$ cat src/adc_q2_pkg.sv
package adc_q2_pkg;
   // bus widths
   localparam int ADDR_W = 32;
   localparam int DATA_W = 16;
   localparam int LOC_W = 6;
   localparam int PTR_W = 7;
   // register location and reset image
   localparam logic [ADDR_W-1:0] Q2_CTRL_ADDR = 32'h00CA000E;
   localparam logic [DATA_W-1:0] Q2_CTRL_RESET = 16'h007F;
   // field positions
   localparam int CIE_BIT = 15;
   localparam int PIE_BIT = 14;
   localparam int ARM_BIT = 13;
   localparam int MODE_HI = 12;
   localparam int MODE_LO = 8;
   localparam int RESUME_BIT = 7;
   localparam int PTR_HI = 6;
   localparam int CONT_BIT = 4;
   // trigger source codes in the low four mode bits
   localparam logic [3:0] SRC_OFF = 4'h0;
   localparam logic [3:0] SRC_SW = 4'h1;
   localparam logic [3:0] SRC_RISE = 4'h2;
   localparam logic [3:0] SRC_FALL = 4'h3;
   localparam logic [3:0] SRC_TMR_LO = 4'h4;
   localparam logic [3:0] SRC_TMR_HI = 4'hE;
   localparam logic [3:0] SRC_RSV = 4'hF;
   // timer exponent is source code plus this offset (4 -> 7)
   localparam logic [4:0] EXP_BASE = 5'h03;
   // longest timer exponent
   localparam int EXP_MAX = 17;
   // command word table
   localparam logic [PTR_W-1:0] TABLE_SIZE = 7'h40;
   localparam logic [PTR_W-1:0] LAST_WORD = 7'h3F;
   localparam logic [PTR_W-1:0] WORD_STEP = 7'h01;
   localparam logic [PTR_W-1:0] PTR_ZERO = 7'h00;
   // queue 2 sequencing states
   localparam int RUN_BIT = 1;
   typedef enum logic [3:0] {
      ST_IDLE = 4'h1,
      ST_RUN = 4'h2,
      ST_PAUSE = 4'h4,
      ST_SUSP = 4'h8
   } q2_state_e;
endpackage

$ cat src/period_timer.sv
`timescale 1ns/100ps
module period_timer #(
   parameter int CNT_W = 17
) (
   input wire logic clk_i,
   input wire logic rst_n_i,
   input wire logic clr_i,
   input wire logic tick_i,
   input wire logic [4:0] exp_i,
   output logic expire_o
);
   logic [CNT_W-1:0] cnt_q;
   logic [CNT_W-1:0] mask;
   logic expire_q;

   // low exp_i bits of the count select the period
   always_comb
   begin
      mask = ~({CNT_W{1'b1}} << exp_i);
   end

   // converter clock tick counter
   always_ff @(posedge clk_i or negedge rst_n_i)
   begin
      if (!rst_n_i)
         cnt_q <= '0;
      else if (clr_i)
         cnt_q <= '0;
      else if (tick_i)
         cnt_q <= cnt_q + 1'b1;
   end

   // one pulse every 2**exp_i ticks
   always_ff @(posedge clk_i or negedge rst_n_i)
   begin
      if (!rst_n_i)
         expire_q <= 1'b0;
      else
         expire_q <= tick_i && !clr_i && ((cnt_q & mask) == mask);
   end

   assign expire_o = expire_q;
endmodule // period_timer

$ cat src/adc_queue2_control.sv
// Summary of operation
// - stop mode forces the control register to 007F.
// - register always readable; writes ignored during stop mode.
// - completion enable gates an interrupt at last queue 2 word done.
// - pause enable gates an interrupt when a pause word conversion completes.
// - single-scan arm may be written with mode; it gates single-scan starts.
// - arm bit accepts writes but reads zero outside test mode.
// - hardware clears the arm bit when a single scan completes.
// - mode zero disables queue 2 entirely.
// - single-scan codes pick software, rising or falling external start.
// - codes 04 to 0E pick interval timer, two to the 7..17 ticks.
// - continuous codes pick software, rising or falling external restart.
// - codes 14 to 1E pick periodic timer, two to the 7..17 ticks.
// - resume select change applies only at end of queue or mode change.
// - resume zero restarts at queue or current subqueue start.
// - resume one restarts at the aborted command word.
// - a reported subqueue is not repeated until the whole queue ran.
// - start pointer begins queue 2 and bounds queue 1.
// - pointer 64 or more empties queue 2; queue 1 ends at word 63.
// - pointer zero gives the whole table to queue 2.
// - pointer zero ends a queue 1 scan after word 0, no conversion.
// - pointer changes reach queue 2 at its next start; 64 or more also blocks exit from pause.
// - pointer changes affect queue 1 end detection at once.
//
// The plain strobed port was left to the implementer.
`timescale 1ns/100ps
module adc_queue2_control (
   input wire logic clk_i,
   input wire logic rst_n_i,
   input wire logic [adc_q2_pkg::ADDR_W-1:0] addr_i,
   input wire logic [adc_q2_pkg::DATA_W-1:0] wr_data_i,
   input wire logic wr_i,
   input wire logic rd_i,
   output logic [adc_q2_pkg::DATA_W-1:0] rd_data_o,
   input wire logic stop_i,
   input wire logic test_mode_i,
   input wire logic ext_trig_i,
   input wire logic conv_clk_tick_i,
   input wire logic q1_active_i,
   input wire logic q1_fetch_i,
   input wire logic [adc_q2_pkg::LOC_W-1:0] q1_fetch_loc_i,
   input wire logic conv_done_i,
   input wire logic conv_pause_i,
   input wire logic conv_eoq_i,
   output logic q2_run_o,
   output logic [adc_q2_pkg::PTR_W-1:0] q2_word_addr_o,
   output logic irq_complete_o,
   output logic irq_pause_o,
   output logic q1_end_o,
   output logic q1_skip_o
);
   import adc_q2_pkg::*;

   // register fields
   logic cie_q;
   logic pie_q;
   logic arm_q;
   logic [4:0] mode_q;
   logic resume_q;
   logic [PTR_W-1:0] ptr_q;
   logic [DATA_W-1:0] rd_data_q;
   // sequencing
   q2_state_e state_q;
   logic [PTR_W-1:0] addr_q;
   logic [PTR_W-1:0] sub_q;
   logic resume_eff_q;
   logic ext_q;
   logic irq_cpl_q;
   logic irq_pau_q;
   logic q1_end_q;
   logic q1_skip_q;
   // combinational
   logic hit;
   logic wr_hit;
   logic [4:0] wmode;
   logic mode_chg;
   logic step_done;
   logic last_word;
   logic q2_end;
   logic raw_trig;
   logic trig;
   logic tmr_fire;
   logic [DATA_W-1:0] ctrl_word;

   // mode has a live trigger source
   function automatic logic mode_live(input logic [4:0] m);
      return (m[3:0] != SRC_OFF) && (m[3:0] != SRC_RSV);
   endfunction

   // timer exponent for a timer mode code
   function automatic logic [4:0] tmr_exp(input logic [4:0] m);
      return {1'b0, m[3:0]} + EXP_BASE;
   endfunction

   // last command word of queue 1 for a fetched location
   function automatic logic q1_last(input logic [LOC_W-1:0] loc,
                                    input logic [PTR_W-1:0] ptr);
      logic [PTR_W-1:0] next_loc;
      next_loc = {1'b0, loc} + WORD_STEP;
      return (ptr == PTR_ZERO) || (next_loc == TABLE_SIZE)
             || ((ptr < TABLE_SIZE) && (next_loc == ptr));
   endfunction

   // decode and write qualification
   assign hit = addr_i == Q2_CTRL_ADDR;
   assign wr_hit = wr_i && hit && !stop_i;
   assign wmode = wr_data_i[MODE_HI:MODE_LO];
   assign mode_chg = wr_hit && (wmode != mode_q);
   assign ctrl_word = {cie_q, pie_q, arm_q, mode_q, resume_q, ptr_q};

   // conversion progress of queue 2
   assign step_done = (state_q == ST_RUN) && !q1_active_i && conv_done_i;
   assign last_word = conv_eoq_i || (addr_q == LAST_WORD);
   assign q2_end = step_done && last_word;

   // interval and periodic timer
   period_timer #(
      .CNT_W(EXP_MAX)
   ) u_timer (
      .clk_i(clk_i),
      .rst_n_i(rst_n_i),
      .clr_i(mode_chg || stop_i),
      .tick_i(conv_clk_tick_i),
      .exp_i(tmr_exp(mode_q)),
      .expire_o(tmr_fire)
   );

   // trigger source select
   always_comb
   begin
      raw_trig = 1'b0;
      if (mode_q[3:0] == SRC_SW)
         raw_trig = 1'b1;
      else if (mode_q[3:0] == SRC_RISE)
         raw_trig = ext_trig_i && !ext_q;
      else if (mode_q[3:0] == SRC_FALL)
         raw_trig = !ext_trig_i && ext_q;
      else if ((mode_q[3:0] >= SRC_TMR_LO) && (mode_q[3:0] <= SRC_TMR_HI))
         raw_trig = tmr_fire;
   end

   // single scans need the arm bit; empty queue takes no trigger
   assign trig = raw_trig && mode_live(mode_q)
                 && (mode_q[CONT_BIT] || arm_q)
                 && (ptr_q < TABLE_SIZE);

   // external trigger history for edge detection
   always_ff @(posedge clk_i or negedge rst_n_i)
   begin
      if (!rst_n_i)
         ext_q <= 1'b0;
      else
         ext_q <= ext_trig_i;
   end

   // control register fields
   always_ff @(posedge clk_i or negedge rst_n_i)
   begin
      if (!rst_n_i)
      begin
         cie_q <= Q2_CTRL_RESET[CIE_BIT];
         pie_q <= Q2_CTRL_RESET[PIE_BIT];
         mode_q <= Q2_CTRL_RESET[MODE_HI:MODE_LO];
         resume_q <= Q2_CTRL_RESET[RESUME_BIT];
         ptr_q <= Q2_CTRL_RESET[PTR_HI:0];
      end
      else if (stop_i)
      begin
         cie_q <= Q2_CTRL_RESET[CIE_BIT];
         pie_q <= Q2_CTRL_RESET[PIE_BIT];
         mode_q <= Q2_CTRL_RESET[MODE_HI:MODE_LO];
         resume_q <= Q2_CTRL_RESET[RESUME_BIT];
         ptr_q <= Q2_CTRL_RESET[PTR_HI:0];
      end
      else if (wr_hit)
      begin
         cie_q <= wr_data_i[CIE_BIT];
         pie_q <= wr_data_i[PIE_BIT];
         mode_q <= wmode;
         resume_q <= wr_data_i[RESUME_BIT];
         ptr_q <= wr_data_i[PTR_HI:0];
      end
   end

   // arm bit: a write beats the hardware clear
   always_ff @(posedge clk_i or negedge rst_n_i)
   begin
      if (!rst_n_i)
         arm_q <= Q2_CTRL_RESET[ARM_BIT];
      else if (stop_i)
         arm_q <= Q2_CTRL_RESET[ARM_BIT];
      else if (wr_hit)
         arm_q <= wr_data_i[ARM_BIT];
      else if (q2_end && !mode_q[CONT_BIT])
         arm_q <= 1'b0;
   end

   // read data, one cycle after the strobe
   always_ff @(posedge clk_i or negedge rst_n_i)
   begin
      if (!rst_n_i)
         rd_data_q <= '0;
      else if (rd_i && hit)
      begin
         rd_data_q <= ctrl_word;
         rd_data_q[ARM_BIT] <= arm_q && test_mode_i;
      end
      else
         rd_data_q <= '0;
   end

   // resume selection latched at end of queue or mode change
   always_ff @(posedge clk_i or negedge rst_n_i)
   begin
      if (!rst_n_i)
         resume_eff_q <= Q2_CTRL_RESET[RESUME_BIT];
      else if (mode_chg)
         resume_eff_q <= wr_data_i[RESUME_BIT];
      else if ((state_q == ST_IDLE) || q2_end)
         resume_eff_q <= resume_q;
   end

   // queue 2 sequencer
   always_ff @(posedge clk_i or negedge rst_n_i)
   begin
      if (!rst_n_i)
      begin
         state_q <= ST_IDLE;
         addr_q <= PTR_ZERO;
         sub_q <= PTR_ZERO;
      end
      else if (stop_i || mode_chg || !mode_live(mode_q))
         state_q <= ST_IDLE;
      else
      begin
         unique case (state_q)
            ST_IDLE:
               if (trig)
               begin
                  addr_q <= ptr_q;
                  sub_q <= ptr_q;
                  state_q <= ST_RUN;
               end
            ST_RUN:
            begin
               if (q1_active_i)
               begin
                  state_q <= ST_SUSP;
                  if (!resume_eff_q)
                     addr_q <= sub_q;
               end
               else if (conv_done_i)
               begin
                  if (last_word)
                     state_q <= ST_IDLE;
                  else if (conv_pause_i)
                  begin
                     addr_q <= addr_q + WORD_STEP;
                     sub_q <= addr_q + WORD_STEP;
                     state_q <= ST_PAUSE;
                  end
                  else
                     addr_q <= addr_q + WORD_STEP;
               end
            end
            ST_PAUSE:
               if (trig && !q1_active_i)
                  state_q <= ST_RUN;
            ST_SUSP:
               if (!q1_active_i)
                  state_q <= ST_RUN;
            default:
               state_q <= ST_IDLE;
         endcase
      end
   end

   // interrupt requests
   always_ff @(posedge clk_i or negedge rst_n_i)
   begin
      if (!rst_n_i)
      begin
         irq_cpl_q <= 1'b0;
         irq_pau_q <= 1'b0;
      end
      else
      begin
         irq_cpl_q <= q2_end && cie_q && !stop_i;
         irq_pau_q <= step_done && conv_pause_i && pie_q && !stop_i;
      end
   end

   // queue 1 end detection against the live pointer
   always_ff @(posedge clk_i or negedge rst_n_i)
   begin
      if (!rst_n_i)
      begin
         q1_end_q <= 1'b0;
         q1_skip_q <= 1'b0;
      end
      else
      begin
         q1_end_q <= q1_fetch_i && q1_last(q1_fetch_loc_i, ptr_q);
         q1_skip_q <= q1_fetch_i && (ptr_q == PTR_ZERO);
      end
   end

   // outputs
   assign rd_data_o = rd_data_q;
   assign q2_run_o = state_q[RUN_BIT];
   assign q2_word_addr_o = addr_q;
   assign irq_complete_o = irq_cpl_q;
   assign irq_pause_o = irq_pau_q;
   assign q1_end_o = q1_end_q;
   assign q1_skip_o = q1_skip_q;

   // checks
   AST_STOP_FORCE: assert property (@(posedge clk_i) disable iff (!rst_n_i)
      stop_i |=> (ctrl_word == Q2_CTRL_RESET))
      else $error("stop mode did not reset control register");
   AST_READ_ANY: assert property (@(posedge clk_i) disable iff (!rst_n_i)
      (rd_i && hit) |=> (rd_data_o[PTR_HI:0] == $past(ptr_q)))
      else $error("pointer readback wrong");
   AST_ARM_READ0: assert property (@(posedge clk_i) disable iff (!rst_n_i)
      (rd_i && hit && !test_mode_i) |=> !rd_data_o[ARM_BIT])
      else $error("arm bit read as one outside test mode");
   AST_CPL_IRQ: assert property (@(posedge clk_i) disable iff (!rst_n_i)
      (q2_end && !stop_i) |=> (irq_complete_o == $past(cie_q)))
      else $error("completion interrupt mismatch");
   AST_PAU_IRQ: assert property (@(posedge clk_i) disable iff (!rst_n_i)
      (step_done && conv_pause_i && !stop_i) |=> (irq_pause_o == $past(pie_q)))
      else $error("pause interrupt mismatch");
   AST_NO_IRQ: assert property (@(posedge clk_i) disable iff (!rst_n_i)
      !step_done |=> !irq_complete_o && !irq_pause_o)
      else $error("interrupt without conversion");
   AST_ARM_CLR: assert property (@(posedge clk_i) disable iff (!rst_n_i)
      (q2_end && !mode_q[CONT_BIT] && !wr_hit) |=> !arm_q)
      else $error("arm not cleared after single scan");
   AST_SINGLE_GATE: assert property (@(posedge clk_i) disable iff (!rst_n_i)
      (state_q == ST_IDLE && !mode_q[CONT_BIT] && !arm_q) |=> (state_q == ST_IDLE))
      else $error("single scan started unarmed");
   AST_OFF: assert property (@(posedge clk_i) disable iff (!rst_n_i)
      (mode_q == 5'h00 && !wr_hit) |=> (state_q == ST_IDLE) [*2])
      else $error("disabled queue 2 left idle");
   AST_RSV: assert property (@(posedge clk_i) disable iff (!rst_n_i)
      (mode_q[3:0] == SRC_RSV) |=> !q2_run_o)
      else $error("reserved mode ran queue 2");
   AST_EMPTY: assert property (@(posedge clk_i) disable iff (!rst_n_i)
      (state_q == ST_IDLE && ptr_q >= TABLE_SIZE) |=> (state_q == ST_IDLE))
      else $error("empty queue 2 started");
   AST_RESUME_AT: assert property (@(posedge clk_i) disable iff (!rst_n_i)
      (state_q == ST_RUN && q1_active_i && resume_eff_q && mode_live(mode_q)
       && !stop_i && !mode_chg)
      |=> (state_q == ST_SUSP) && (addr_q == $past(addr_q)))
      else $error("resume at aborted word failed");
   AST_RESTART_SUB: assert property (@(posedge clk_i) disable iff (!rst_n_i)
      (state_q == ST_RUN && q1_active_i && !resume_eff_q && mode_live(mode_q)
       && !stop_i && !mode_chg)
      |=> (addr_q == $past(sub_q)))
      else $error("restart not at subqueue start");
   AST_Q1_SKIP: assert property (@(posedge clk_i) disable iff (!rst_n_i)
      (q1_fetch_i && ptr_q == PTR_ZERO) |=> q1_skip_o && q1_end_o)
      else $error("queue 1 not ended at word 0");
endmodule // adc_queue2_control

$ cat config.mk
export PLATFORM = sky130hd
export DESIGN_NAME = adc_queue2_control
export DESIGN_NICKNAME = d
export VERILOG_FILES = /design/src/adc_q2_pkg.sv /design/src/period_timer.sv /design/src/adc_queue2_control.sv
export SDC_FILE = /design/constraint.sdc
export NUM_CORES = 1
export LEC_CHECK = 0
export ABC_AREA = 1
export BUFFER_PORTS_ARGS = -buffer_cell sky130_fd_sc_hd__buf_2
export CAP_MARGIN = 20
export CORE_MARGIN = 2
export CORE_UTILIZATION = 40
export CTS_BUF_LIST = sky130_fd_sc_hd__clkbuf_16
export DETAILED_ROUTE_END_ITERATION = 10
export PLACE_DENSITY_LB_ADDON = 0.12
export SETUP_SLACK_MARGIN = 0.3
export SLEW_MARGIN = 15
export SYNTH_ARGS = -nofsm -noshare
export SYNTH_HDL_FRONTEND = slang
export SYNTH_SLANG_ARGS = --single-unit
export TNS_END_PERCENT = 20
$ cat constraint.sdc
create_clock -name clk_i -period 5.6 [get_ports clk_i]
set_input_delay 1.12 -clock clk_i [delete_from_list [all_inputs] [get_ports clk_i]]
set_output_delay 1.12 -clock clk_i [all_outputs]
set_load 0.01 [all_outputs]
# After elaboration in Yosys (flattened, before gate mapping)
# Cells that the tools add are included.
# word_totals
input_bits	67
out_inout_bits	28
wordCells	149
reg_bits	74
# classes
shifts	1
n_bitwise	3
muxes	42
n_reduce_logical	51
eq_ne	27
magnitude_cmp	3
add_sub_neg	4
# ops
op	count
7-bit 2-to-1 mux	11
17-bit 2-to-1 mux	2
32-bit by 24-bit equality test with 1-bit output, second input constant	1
4-bit 2-to-1 mux	8
7-bit one-hot mux with 2 select lines	2
1-bit logical AND	27
17-bit by 1-bit adder with 17-bit output, second input constant	1
17-bit bitwise AND	1
17-bit equality test	1
17-bit NOT	1
17-bit by 5-bit left shift with 17-bit output, first input constant	1
16-bit 2-to-1 mux	1
4-bit one-hot mux with 4 select lines	1
1-bit 2-to-1 mux	15
3-bit != test, second input constant	5
4-bit by 2-bit equality test with 1-bit output, second input constant	3
5-bit 2-to-1 mux	2
2-bit != test, second input constant	5
4-bit by 1-bit equality test with 1-bit output, second input constant	2
2-bit nonzero test	4
6-bit by 1-bit adder with 7-bit output, second input constant	1
7-bit by 1-bit adder with 7-bit output, second input constant	1
7-bit by 6-bit equality test with 1-bit output, second input constant	1
7-bit equality test	1
other kinds (21)	33

# Logic depth before layout (Yosys ltp)
# Gate-level depths: netlist (run 1).
# logic_depth
depth_word	13
ltp_mapped	15

# Modules after synthesis
# A second synthesis (run 1) with hierarchy kept.
# hier_totals
cells_unflattened	622
area_unflattened_um2	4540.6
# by_module_without_submodules
mod	seq_area_each_um2	area_each_um2	n_inst	cells_per_inst
adc_queue2_control	1411.4	3264.4	1	422
period_timer	450.4	1276.2	1	200

# Worst setup path before layout (run 1)
# Ideal clock, no wire load.
# synth_timing
kind	input to register
start	input addr_i[16] (netlist bit)
end	register state_q[2]
n_path_buf	1
slack_ns	3.362
required_time_ns	5.476
t_arrival_ns	2.114
cell_stages	11
setup_ns	0.124
cell_sequence	inv_1 nand2_1 nor2_1 nand2_1 nor2_1 nand3_2 o21bai_4 nor2_4 buf_6 o211ai_1 nand2_1
# synth_between
elab_chain_len	8
elab_cells_between_ends	13
classes_between	eq/ne: 6; mux: 1; reduce/logical: 6
# synth_rtl
element	line	text
start, declared	adc_queue2_control.sv:30	input wire logic [adc_q2_pkg::ADDR_W-1:0] addr_i,
32-bit by 24-bit equality test with 1-bit output (*)	adc_queue2_control.sv:105	assign hit = addr_i == Q2_CTRL_ADDR;
1-bit logical AND (*) (2 in a row)	adc_queue2_control.sv:106	assign wr_hit = wr_i && hit && !stop_i;
1-bit logical AND (*)	adc_queue2_control.sv:108	assign mode_chg = wr_hit && (wmode != mode_q);
1-bit logical OR (*) (2 in a row)	adc_queue2_control.sv:232	else if (stop_i || mode_chg || !mode_live(mode_q))
5-bit by 4-bit != test with 1-bit output (no source line), or another cell as far along	n/a	
5-bit AND reduction (no source line)	n/a	
end signal, assigned	adc_queue2_control.sv:228	state_q <= ST_IDLE;
end signal, assigned	adc_queue2_control.sv:233	state_q <= ST_IDLE;
end signal, assigned	adc_queue2_control.sv:242	state_q <= ST_RUN;
end, declared	adc_queue2_control.sv:63	q2_state_e state_q;
# Every way passes the cells marked *; elsewhere a longest branch is shown, timed or not.
# A chain may end at the register's enable or synchronous reset.

# Final worst setup path (run 1)
# layout_timing
start	input wr_data_i[8] (netlist bit)
end	register addr_q[1] (netlist: q2_word_addr_o[1])
# layout_between
elab_chain_len	6
# layout_rtl
element	line	text
start, declared	adc_queue2_control.sv:31	input wire logic [adc_q2_pkg::DATA_W-1:0] wr_data_i,
5-bit != test	adc_queue2_control.sv:108	
1-bit logical AND	adc_queue2_control.sv:108	
1-bit logical OR (2 in a row)	adc_queue2_control.sv:232	
1-bit NOT (no source line)	n/a	
6-bit AND reduction (no source line)	n/a	
end signal, assigned	adc_queue2_control.sv:240	addr_q <= ptr_q;
end signal, assigned	adc_queue2_control.sv:250	addr_q <= sub_q;
end signal, assigned	adc_queue2_control.sv:258	addr_q <= addr_q + WORD_STEP;
end, declared	adc_queue2_control.sv:64	logic [PTR_W-1:0] addr_q;
# Every way passes these cells.

==> impl_results.md, run 1 <==
- Drt first pass iters: 4
- Worst slew margin: 37.1%
- Pleak: 2.70 nW
- Tmin final: 2.57 ns
- First-pass GRT wire length: 17.5 mm
- Critical path required time: approximately 5.8 ns
- Area share of the largest cell type after synthesis: 38.6%
- Synth Warn #: 0
- H-tree depth: 3
- Hold path cells: 2
- Post-CTS Hold Fix Bufs: 0
- R2R depth: 12
- WL met1: 4.81 mm
- Synth area leaders: dfrtp_1, nand2_1, nor2_1
- Die width: 107 um
- Crit Path Class: input port to flop
- Slew Viols, Final: 0
- Crit Reg-Reg Endpoint: q2_word_addr_o[1]
- Top Ports: 95
- WL final: about 10 mm
- Detailed Route Iter0 Violations: 157
- Synth Instances: 555
- Die height: around 110 um
- CORE AREA: 0.0104 mm2
- Crit path launch type: input port
- Fill cells: ~1,100
- Drt wl/cell: 13.1 um
- Cell Rows: 37
- Vias per inst: 4.85
- CTS max path bufs: 2
- Seq/Total Area, Yosys: between 40% and 50%
- Met3 wire len: approximately 340 um
- Post-synth top area cell: dfrtp_1
- Fraction of layout cells with a size suffix above 1: 22.0%
- Mapped cell area: 0.00428 mm2
- Root buffer cell: clkbuf_16
- Syn nets: 632
- Flip-flop and latch area: 0.00186 mm2
- Wire length on met2: 5.05 mm
- Worst skew pair latency: around 0.33 ns
- Setup slack, reg-to-reg: 3.33 ns
- Commonest cells after routing, fill and taps aside: nand2_1, buf_2, nor2_1
- Clk sink count: 74
- Syn avg cell area: 7.71 um2
- Count of cell types in the netlist: 42
- Final antenna-violating net count: 0
- Endpoint, Worst Hold: sub_q[6]
- Largest net degree at the start of global routing: 75
- IO Port Bufs: 94
- CTS buffer count: 9
- Fin. Hold Viols: 0
- Clock transition at path regs: 0.06 ns
- Post-CTS resize count: 0
- ANT cells: 0
- Detailed-route via count: 3,839
- Status: finished clean
- Worst path arrival time: 2.79 ns
- Top sig layer: met4
- CP Capture Type: flop
- Post-Route Setup TNS: 0 ns
- Number of global-route vias before repair: roughly 3,800
- Max-Cap Viols: 0
- Fin crit share: a little under half
- Setup Fix Bufs, Post-CTS: 0
- DP HPWL: slightly below 8 mm
- FMAX: ~0.39 GHz
- Hold Crit Class: flop to flop
- PnR worst setup slack: 3.03 ns
- DIE AREA: about 0.012 mm2
- FF+latch count, synth: 74
- Setup WS pre-CTS: about 2.7 ns
- Drt drc: 0
- Hold Startpoint: sub_q[6]
- Initial antenna violation count: 0
- Peak VDD IR: 0.119 mV
- CTS tree: yes
- Remaining Overflow, GRT: 0
- Most common cell after layout, fill and taps aside: nand2_1
- Setup-failing EPs final: 0
- RSZ-0062 raised after global routing: false
- Initial Util: between 40% and 50%
- RePlAce Congestion: 0.877
- CP max FO: 22
- Skew final: 0.00709 ns
- Power Dens Cells: 235 mW/mm2
- NumNets Final: ~730
- Multi-input combinational cell area: 0.00206 mm2
- Overall Global Routing Usage: about a fifth
- Worst reg2reg startpoint: mode_q[0]
- Worst-Margin Slew: 0.944 ns
- P&R area growth vs syn: 20.2%
## sequential cells by signal, indices dropped and copies added (netlist names)
name and cells:
irq_pause_o 1, q1_skip_o 1, resume_eff_q 1, q1_end_o 1, arm_q 1, cie_q 1, state_q 4, ext_q 1
q2_word_addr_o 7, pie_q 1, u_timer.expire_o 1, sub_q 7, ptr_q 7, u_timer.cnt_q 17, irq_complete_o 1, resume_q 1
rd_data_o 16, mode_q 5
## metrics by stage
step	total power, mW	std cells	utilization [%]	hold slack, ns	cell area, um2
final	1.21	792	49.6	0.471	5140
after floorplan	0.617	555	-	0.443	4280
after global routing	1.26	792	49.6	0.503	5140
after CTS	1.23	792	49.6	0.478	5140
after global placement	0.669	776	46.9	0.463	4860
after detailed placement	0.672	776	46.9	0.465	4860
## worst max path at each step
| stage | slack (ns) | endpoint | from | cells past startpoint |
|---|---|---|---|---|
| after floorplan | 3.36 | state_q[2] | addr_i[16] | 11 |
| after global placement | 2.74 | sub_q[1] | wr_data_i[9] | 12 |
| after detailed placement | 2.70 | q2_word_addr_o[1] | wr_data_i[8] | 11 |
| after CTS | 3.04 | q2_word_addr_o[1] | wr_data_i[8] | 11 |
| after global routing | 2.81 | q2_word_addr_o[1] | wr_data_i[8] | 11 |
| final | 3.03 | q2_word_addr_o[1] | wr_data_i[8] | 11 |
## report_power, final
group / switching (mW) / internal (mW)
Clock: 0.209 / 0.337
Sequential: 0.0145 / 0.550
Combinational: 0.0564 / 0.0405
Total: 0.280 / 0.927
## layer usage
metal  vias to the layer above  GRT usage, %
met5                         -             0
met4                         0          5.86
met3                        12          4.30
met2                        61          32.6
met1                      1790          24.7
li1                       1976             -
## synth_stat cells (all sizes together)
cell / n
xnor2: 7
nor3: 11
nor2: 86
o211a: 1
nand4: 20
inv: 79
nand2: 135
o211ai: 9
o21ai: 23
nor3b: 4
xor2: 14
nand3b: 2
clkbuf: 3
a21oi: 17
dfrtp: 66
ha: 10
o22ai: 5
nand3: 36
and2: 2
dfstp: 8
a22oi: 1
a31oi: 2
nor4: 3
o31ai: 1
o21bai: 2
buf: 6
or2: 2
## cell families after synthesis
| group | after synthesis | synth area share, % |
|---|---|---|
| compound gates | 61 | 8.92 |
| buf+inv | 88 | 8.31 |
| flops | 74 | 43.5 |
| fa+ha+maj | 10 | 2.92 |
| xor+xnor | 21 | 4.30 |
| simple gates | 301 | 32.0 |
## worst max-delay path, stage by stage
cell	delay, ns
buf_2	0.11
inv_1	0.06
nand2_1	0.05
a21oi_1	0.16
nand2_1	0.11
nor2_4	0.13
o21bai_4	0.17
nor2_4	0.45
nand3_2	0.24
nand2_1	0.12
nand2_1	0.05
## final cells by class
| type | instances | share of cell area (%) |
|---|---|---|
| Multi-Input combinational cell | 393 | 40.1 |
| Sequential cell | 74 | 36.2 |
| Timing Repair Buffer | 94 | 9.20 |
| Inverter | 79 | 5.77 |
| Clock buffer | 9 | 4.38 |
| Tap cell | 136 | 3.31 |
| Clock inverter | 7 | 1.07 |
Note: power is estimated with default switching activity, not from simulation.
==> inputs of run 2 (changes only) <==
Clock period 5.6 ns to 2.6 ns, I/O delays scaled along.
==> run 2 against run 1 <==
Effect of this change:
- critical path depth is 2 higher
- clock-buffer cell count did not move
- first-iteration DRC count increased by 10%
- total power up 120%
- hold slack worse by 0.29 ns
- largest cell class unchanged
- register-to-register slack got worse by 2.8 ns
- sequential cell count did not move
- critical endpoint is now u_timer.expire_o
- global-route usage fell by 0.19 points
- worst setup slack lost 2.5 ns
==> impl_results.md, run 2 (synthesized netlist as in run 1, its figures left out) <==
- Worst reg2reg startpoint: mode_q[0]
- Drt drc: 0 (unchanged)
- R2R depth: 13 (+1)
- Overall Global Routing Usage: 19.1% (-0.19 points)
- First-pass GRT wire length: 17.4 mm (-0.43%)
- Skew final: 0.00650 ns (-0.000592 ns)
- ANT cells: 0 (unchanged)
- CP Capture Type: flop
- Fraction of layout cells with a size suffix above 1: 23.1% (+1.2 points)
- WL final: 10.5 mm (+1.1%)
- Drt wl/cell: 13.0 um (-0.13%)
- Setup WS pre-CTS: 0.409 ns (-2.29 ns)
- CP peak stage delay: 0.45 ns (about the same)
- IO Port Bufs: 94 (unchanged)
- Clk sink count: 74 (unchanged)
- Fill cells: 1,065 (-0.28%)
- Worst-Margin Slew: 0.561 ns (-0.383 ns)
- Cell Rows: 37 (unchanged)
- Final antenna-violating net count: 0 (unchanged)
- CTS tree: yes
- NumNets Final: 738 (+1.4%)
- CTS buffer count: 9 (unchanged)
- Worst path cell trace: inv_2 > ha_1 > inv_1 > ha_1 > inv_1 > nor2_1 > nand2_1 > o31ai_1 > nor2_1 > o21ai_0 > nor2_1 > nand2_1 > nor2_1
- Flip-flop and latch area: 0.00186 mm2 (unchanged)
- Reg with most FFs: u_timer.cnt_q
- Status: finished clean
- Most used cell, CP: nor2_1
- Max reg flops: 17 (unchanged)
- Fin crit share: 81.2%
- CTS max path bufs: 2 (unchanged)
- P&R area growth vs syn: 22.2%
- CORE AREA: 0.0104 mm2 (unchanged)
- PnR worst setup slack: 0.490 ns (-2.54 ns)
- Largest net degree at the start of global routing: 43 (-43%)
- Detailed Route Iter0 Violations: 173 (+10%)
- Clock transition at path regs: 0.06 ns (about the same)
- Worst skew pair latency: 0.33 ns (about the same)
- Slowest-stage cell, CP: dfrtp_1
- Crit Reg-Reg Endpoint: u_timer.expire_o
- Initial antenna violation count: 0 (unchanged)
- Critical path required time: 2.82 ns (-3.00 ns)
- H-tree depth: 3 (unchanged)
- Crit Path Class: flop to flop
- Die height: 107 um (unchanged)
- Post-CTS resize count: 0 (unchanged)
- Crit path launch type: flop
- Top Ports: 95 (unchanged)
- Tmin final: 2.11 ns
- Die width: 107 um (unchanged)
- CP max FO: 7 (-68%)
- Root buffer cell: clkbuf_16
- FMAX: 0.474 GHz
- Total Power: 2.61 mW (+120%)
- Min Hold Slack: 0.184 ns (-0.286 ns)
- Pleak: 2.75 nW (+1.8%)
- Most common cell after layout, fill and taps aside: nand2_1
- Remaining Overflow, GRT: 0 (unchanged)
- Detailed-route via count: 3,915 (+2.0%)
- Post-Route Setup TNS: 0 ns (unchanged)
- RePlAce Congestion: 0.885 (+0.99%)
- DP HPWL: 7.99 mm (+2.5%)
- Slew Viols, Final: 0 (unchanged)
- RSZ-0062 raised after global routing: false
- Worst path arrival time: 2.33 ns (-0.46 ns)
- Hold Crit Class: input port to asynchronous set/reset pin
- Power Dens Cells: 498 mW/mm2 (+110%)
- Initial Util: 41.3% (unchanged)
- Setup-failing EPs final: 0 (unchanged)
- Fin. Hold Viols: 0 (unchanged)
- Vias per inst: 4.88 (+0.71%)
- DIE AREA: 0.0115 mm2 (unchanged)
- Max-Cap Viols: 0 (unchanged)
- Worst slew margin: 62.6% (+26 points)
- Number of global-route vias before repair: 3,815 (+0.32%)
- Commonest cells after routing, fill and taps aside: nand2_1, buf_2, nor2_1
- Drt first pass iters: 4 (unchanged)
- Multi-input combinational cell area: 0.00207 mm2 (+0.30%)
- Peak VDD IR: 0.355 mV (+200%)
- Setup slack, reg-to-reg: 0.49 ns (-2.84 ns)
-- run 2: repair_timing --
| item | 4_1_cts | 5_1_grt |
|---|---|---|
| buffers inserted | 0 | 4 |
| hold buffers | 0 | 0 |
| setup endpoints to repair | 0 | 14 |
-- run 2: report_power, final --
group	switching, mW	internal (mW)
registers	0.0310	1.18
logic	0.123	0.0911
clock network	0.451	0.725
total	0.604	2.00
-- run 2: routing by layer --
| metal | global-route usage (%) | vias up | wire [um] |
|---|---|---|---|
| met5 | 0 | - | 0 |
| met4 | 6.14 | 0 | 162 |
| met3 | 3.57 | 16 | 427 |
| met2 | 32.7 | 82 | 5130 |
| met1 | 24.3 | 1819 | 4740 |
| li1 | - | 1998 | - |
-- run 2: worst max-delay path by stage --
stage	startpoint	to	slack, ns	cells after the start
final	mode_q[0]	u_timer.expire_o	0.49	13
after global routing	mode_q[0]	q2_word_addr_o[3]	0.33	12
after floorplan	mode_q[0]	u_timer.expire_o	0.76	13
after detailed placement	wr_data_i[9]	sub_q[1]	0.41	12
after global placement	wr_data_i[9]	q2_word_addr_o[1]	0.46	12
after CTS	mode_q[0]	q2_word_addr_o[6]	0.41	12
-- run 2: per-stage QoR --
stage / utilization [%] / cell area, um2 / cells
final: 50.4 / 5230 / 802
after global routing: 50.4 / 5230 / 802
after CTS: 50.1 / 5190 / 797
after detailed placement: 47.4 / 4910 / 781
after global placement: 47.4 / 4910 / 781
after floorplan: - / 4280 / 555
-- run 2: critical path: cells and delay by family (launching register included) --
| kind | cells | cell delay (ns) |
|---|---|---|
| AO/OA/AOI/OAI | 2 | 0.22 |
| adder cells (fa/ha/maj) | 2 | 0.54 |
| buffers and inverters | 3 | 0.32 |
| flip-flops | 1 | 0.45 |
| AND/OR/NAND/NOR | 6 | 0.47 |
-- run 2: area by class of cell --
type | instances | share of cell area [%]
Inverter | 79 | 5.67
Tap cell | 136 | 3.25
Timing Repair Buffer | 103 | 10.6
Sequential cell | 74 | 35.6
Clock buffer | 9 | 4.31
Clock inverter | 7 | 1.05
Multi-Input combinational cell | 394 | 39.5
==> inputs of run 3 (changes only) <==
Clock period 2.6 ns to 1.7 ns, I/O delays scaled along.
==> run 3 against run 2 <==
Effect of this change:
- largest cell class unchanged
- sequential cell count is the same
- hold slack worse by 0.031 ns
- clock power increased by 53%
- largest power group unchanged
- the flow now finishes with violations (setup timing)
- combinational power is 90% higher
- routed wire length increased by 8.2%
- clock-buffer cell count is the same
==> impl_results.md, run 3 (synthesized netlist as in run 1, its figures left out) <==
- Placed cell area: 0.00535 mm2 (+8.8%)
- Most common cell after layout, fill and taps aside: nand2_1
- First-pass GRT wire length: 19.4 mm (+11%)
- Reg with most FFs: u_timer.cnt_q
- Detailed-route via count: 4,091 (+4.5%)
- PnR worst setup slack: -0.115 ns (-0.605 ns)
- WL final: 11.3 mm (+8.2%)
- Hold Crit Class: input port to flop
- CP Capture Type: flop
- Cell area after layout: 0.00594 mm2 (+14%)
- Violated checks: setup timing
- Final antenna-violating net count: 0 (unchanged)
- NumNets Final: 786 (+6.5%)
- Clock transition at path regs: 0.06 ns (about the same)
- Die height: 107 um (unchanged)
- Drt drc: 0 (unchanged)
- Commonest cells after routing, fill and taps aside: nand2_1, buf_2, inv_1
- Worst path arrival time: 2.08 ns (-0.25 ns)
- Setup-failing EPs final: 17 (+17)
- Crit path launch type: flop
- Multi-input combinational cell area: 0.00233 mm2 (+13%)
- Max reg flops: 17 (unchanged)
- FMAX: 0.551 GHz (+16%)
- Tmin final: 1.81 ns (-0.295 ns)
- Hold path cells: 1
- Number of global-route vias before repair: 4,089 (+7.2%)
- Flip-flop and latch area: 0.00186 mm2 (+0.13%)
- CTS max path bufs: 2 (unchanged)
- H-tree depth: 3 (unchanged)
- Worst-Margin Slew: 0.344 ns (-0.217 ns)
- ANT cells: 0 (unchanged)
- Fin crit share: 107% (+26 points)
- Cell Rows: 37 (unchanged)
- Max-Cap Viols: 0 (unchanged)
- P&R area growth vs syn: 39.0%
- Die width: 107 um (unchanged)
- Sequential group share of total power: 45.8% (-0.9 points)
- DIE AREA: 0.0115 mm2 (unchanged)
- Status: finished with violations
- Power Dens Cells: 684 mW/mm2 (+37%)
- Min Hold Slack: 0.154 ns (-0.0307 ns)
- CORE AREA: 0.0104 mm2 (unchanged)
- Pint: 2.99 mW (+50%)
- Pleak: 3.00 nW (+9.0%)
- Comb power frac: 10.0% (+1.8 points)
- Setup WS pre-CTS: -0.152 ns (-0.561 ns)
- Root buffer cell: clkbuf_16
- Worst reg2reg startpoint: mode_q[1]
- Overall Global Routing Usage: 21.2% (+2.1 points)
- Slew Viols, Final: 0 (unchanged)
- Endpoint, Worst Hold: ext_q
- CP max FO: 5 (-2)
- Clock share of power: 44.2% (-0.9 points)
- Drt first pass iters: 6 (+2)
- IO Port Bufs: 94 (unchanged)
- Crit Reg-Reg Endpoint: u_timer.expire_o
- DP HPWL: 8.55 mm (+7.0%)
- Worst skew pair latency: 0.34 ns (about the same)
- Clk sink count: 74 (unchanged)
- Switching power share of the total: 26.4% (+3.2 points)
- Setup slack, reg-to-reg: -0.11 ns (-0.60 ns)
- Top Ports: 95 (unchanged)
- Drt wl/cell: 13.3 um (+2.1%)
- Worst slew margin: 76.9% (+14 points)
- Crit Path Class: flop to flop
- Initial antenna violation count: 0 (unchanged)
- CTS tree: yes
- Remaining Overflow, GRT: 0 (unchanged)
- Post-route insts no fill: 850 (+6.0%)
- Detailed Route Iter0 Violations: 193 (+12%)
- Skew final: 0.00771 ns (+0.00121 ns)
- Peak VDD IR: 0.511 mV (+44%)
- Fin. Hold Viols: 0 (unchanged)
- Psw: 1.07 mW (+78%)
- Vias per inst: 4.81 (-1.4%)
- Fraction of layout cells with a size suffix above 1: 35.9% (+13 points)
- Inst Count DP: 828 (+6.0%)
- Fill cells: 999 (-6.2%)
- CTS buffer count: 9 (unchanged)
- RePlAce Congestion: 0.884 (-0.21%)
- R2R depth: 13 (unchanged)
- Hold Startpoint: ext_trig_i
- Largest net degree at the start of global routing: 44 (+2.3%)
- RSZ-0062 raised after global routing: true
- Critical path required time: 1.97 ns (-0.85 ns)
- Initial Util: 41.3% (unchanged)
==> run 3: cell types whose count changed in the layout (fill, tap and decap cells not counted), sizes merged <==
cell	before	now
dlygate4sd3	0	1
inv	82	81
buf	103	151
clkinv	3	2
clkinvlp	0	3
nor2	87	86
bufinv	1	0
==> run 3: critical path, cell delays in order, from the launching register on <==
cell and delay, ns:
dfrtp_2 0.46, inv_4 0.11, ha_4 0.15, inv_4 0.04, ha_4 0.26, a22oi_2 0.17
nand4_1 0.11, nand2_1 0.08, nand2_1 0.05, nand2_1 0.05, nand2_1 0.06, nor2_2 0.09
nand2_1 0.05, nor2_1 0.07
==> run 3: how the worst max path moves through the flow <==
stage | from | endpoint | slack [ns] | depth (start not counted)
final | mode_q[1] | u_timer.expire_o | -0.11 | 13
after global routing | mode_q[1] | u_timer.expire_o | -0.29 | 13
after CTS | mode_q[1] | u_timer.expire_o | -0.07 | 13
after detailed placement | mode_q[1] | u_timer.expire_o | -0.15 | 15
after global placement | mode_q[0] | q2_word_addr_o[0] | -0.11 | 10
after floorplan | mode_q[0] | q2_word_addr_o[0] | -0.03 | 12
==> run 3: power by group through the flow <==
stage	Clock [mW]	Combinational, mW	Sequential, mW
3_5_place_dp	0	0.385	1.89
4_1_cts	1.84	0.393	1.86
2_1_floorplan	0	0.140	1.90
3_3_place_gp	0	0.377	1.88
6_report	1.80	0.406	1.86
5_1_grt	1.94	0.456	1.87
==> run 3: metal layers <==
metal  share of wire [%]  global-route usage [%]
met1                  46                    27.6
met2                  48                    35.4
met3                 2.9                    3.63
met4                 2.6                    7.69
met5                   0                       0
==> run 3: final cells by class <==
| cell class | instances | share of cell area, % |
|---|---|---|
| Clock buffer | 9 | 3.79 |
| Clock inverter | 7 | 0.905 |
| Inverter | 79 | 5.35 |
| Multi-Input combinational cell | 393 | 39.2 |
| Sequential cell | 74 | 31.4 |
| Tap cell | 136 | 2.86 |
| Timing Repair Buffer | 152 | 16.5 |
==> run 3: what timing repair did <==
action,CTS,global route
pin swaps,19,21
resized for setup,23,46
endpoints found under the setup margin,45,56
setup buffers,3,2
hold buffers,1,0
endpoints found under the hold margin,19,0
==> run 3: through the flow <==
| stage | utilization [%] | setup TNS, ns | power [mW] |
|---|---|---|---|
| CTS | 55.5 | -0.827 | 4.09 |
| floorplan | - | -0.278 | 2.04 |
| global route | 57.3 | -4.16 | 4.26 |
| detailed placement | 51.5 | -2.92 | 2.27 |
| finish | 57.3 | -1.45 | 4.07 |
| global placement | 51.5 | -2.07 | 2.26 |
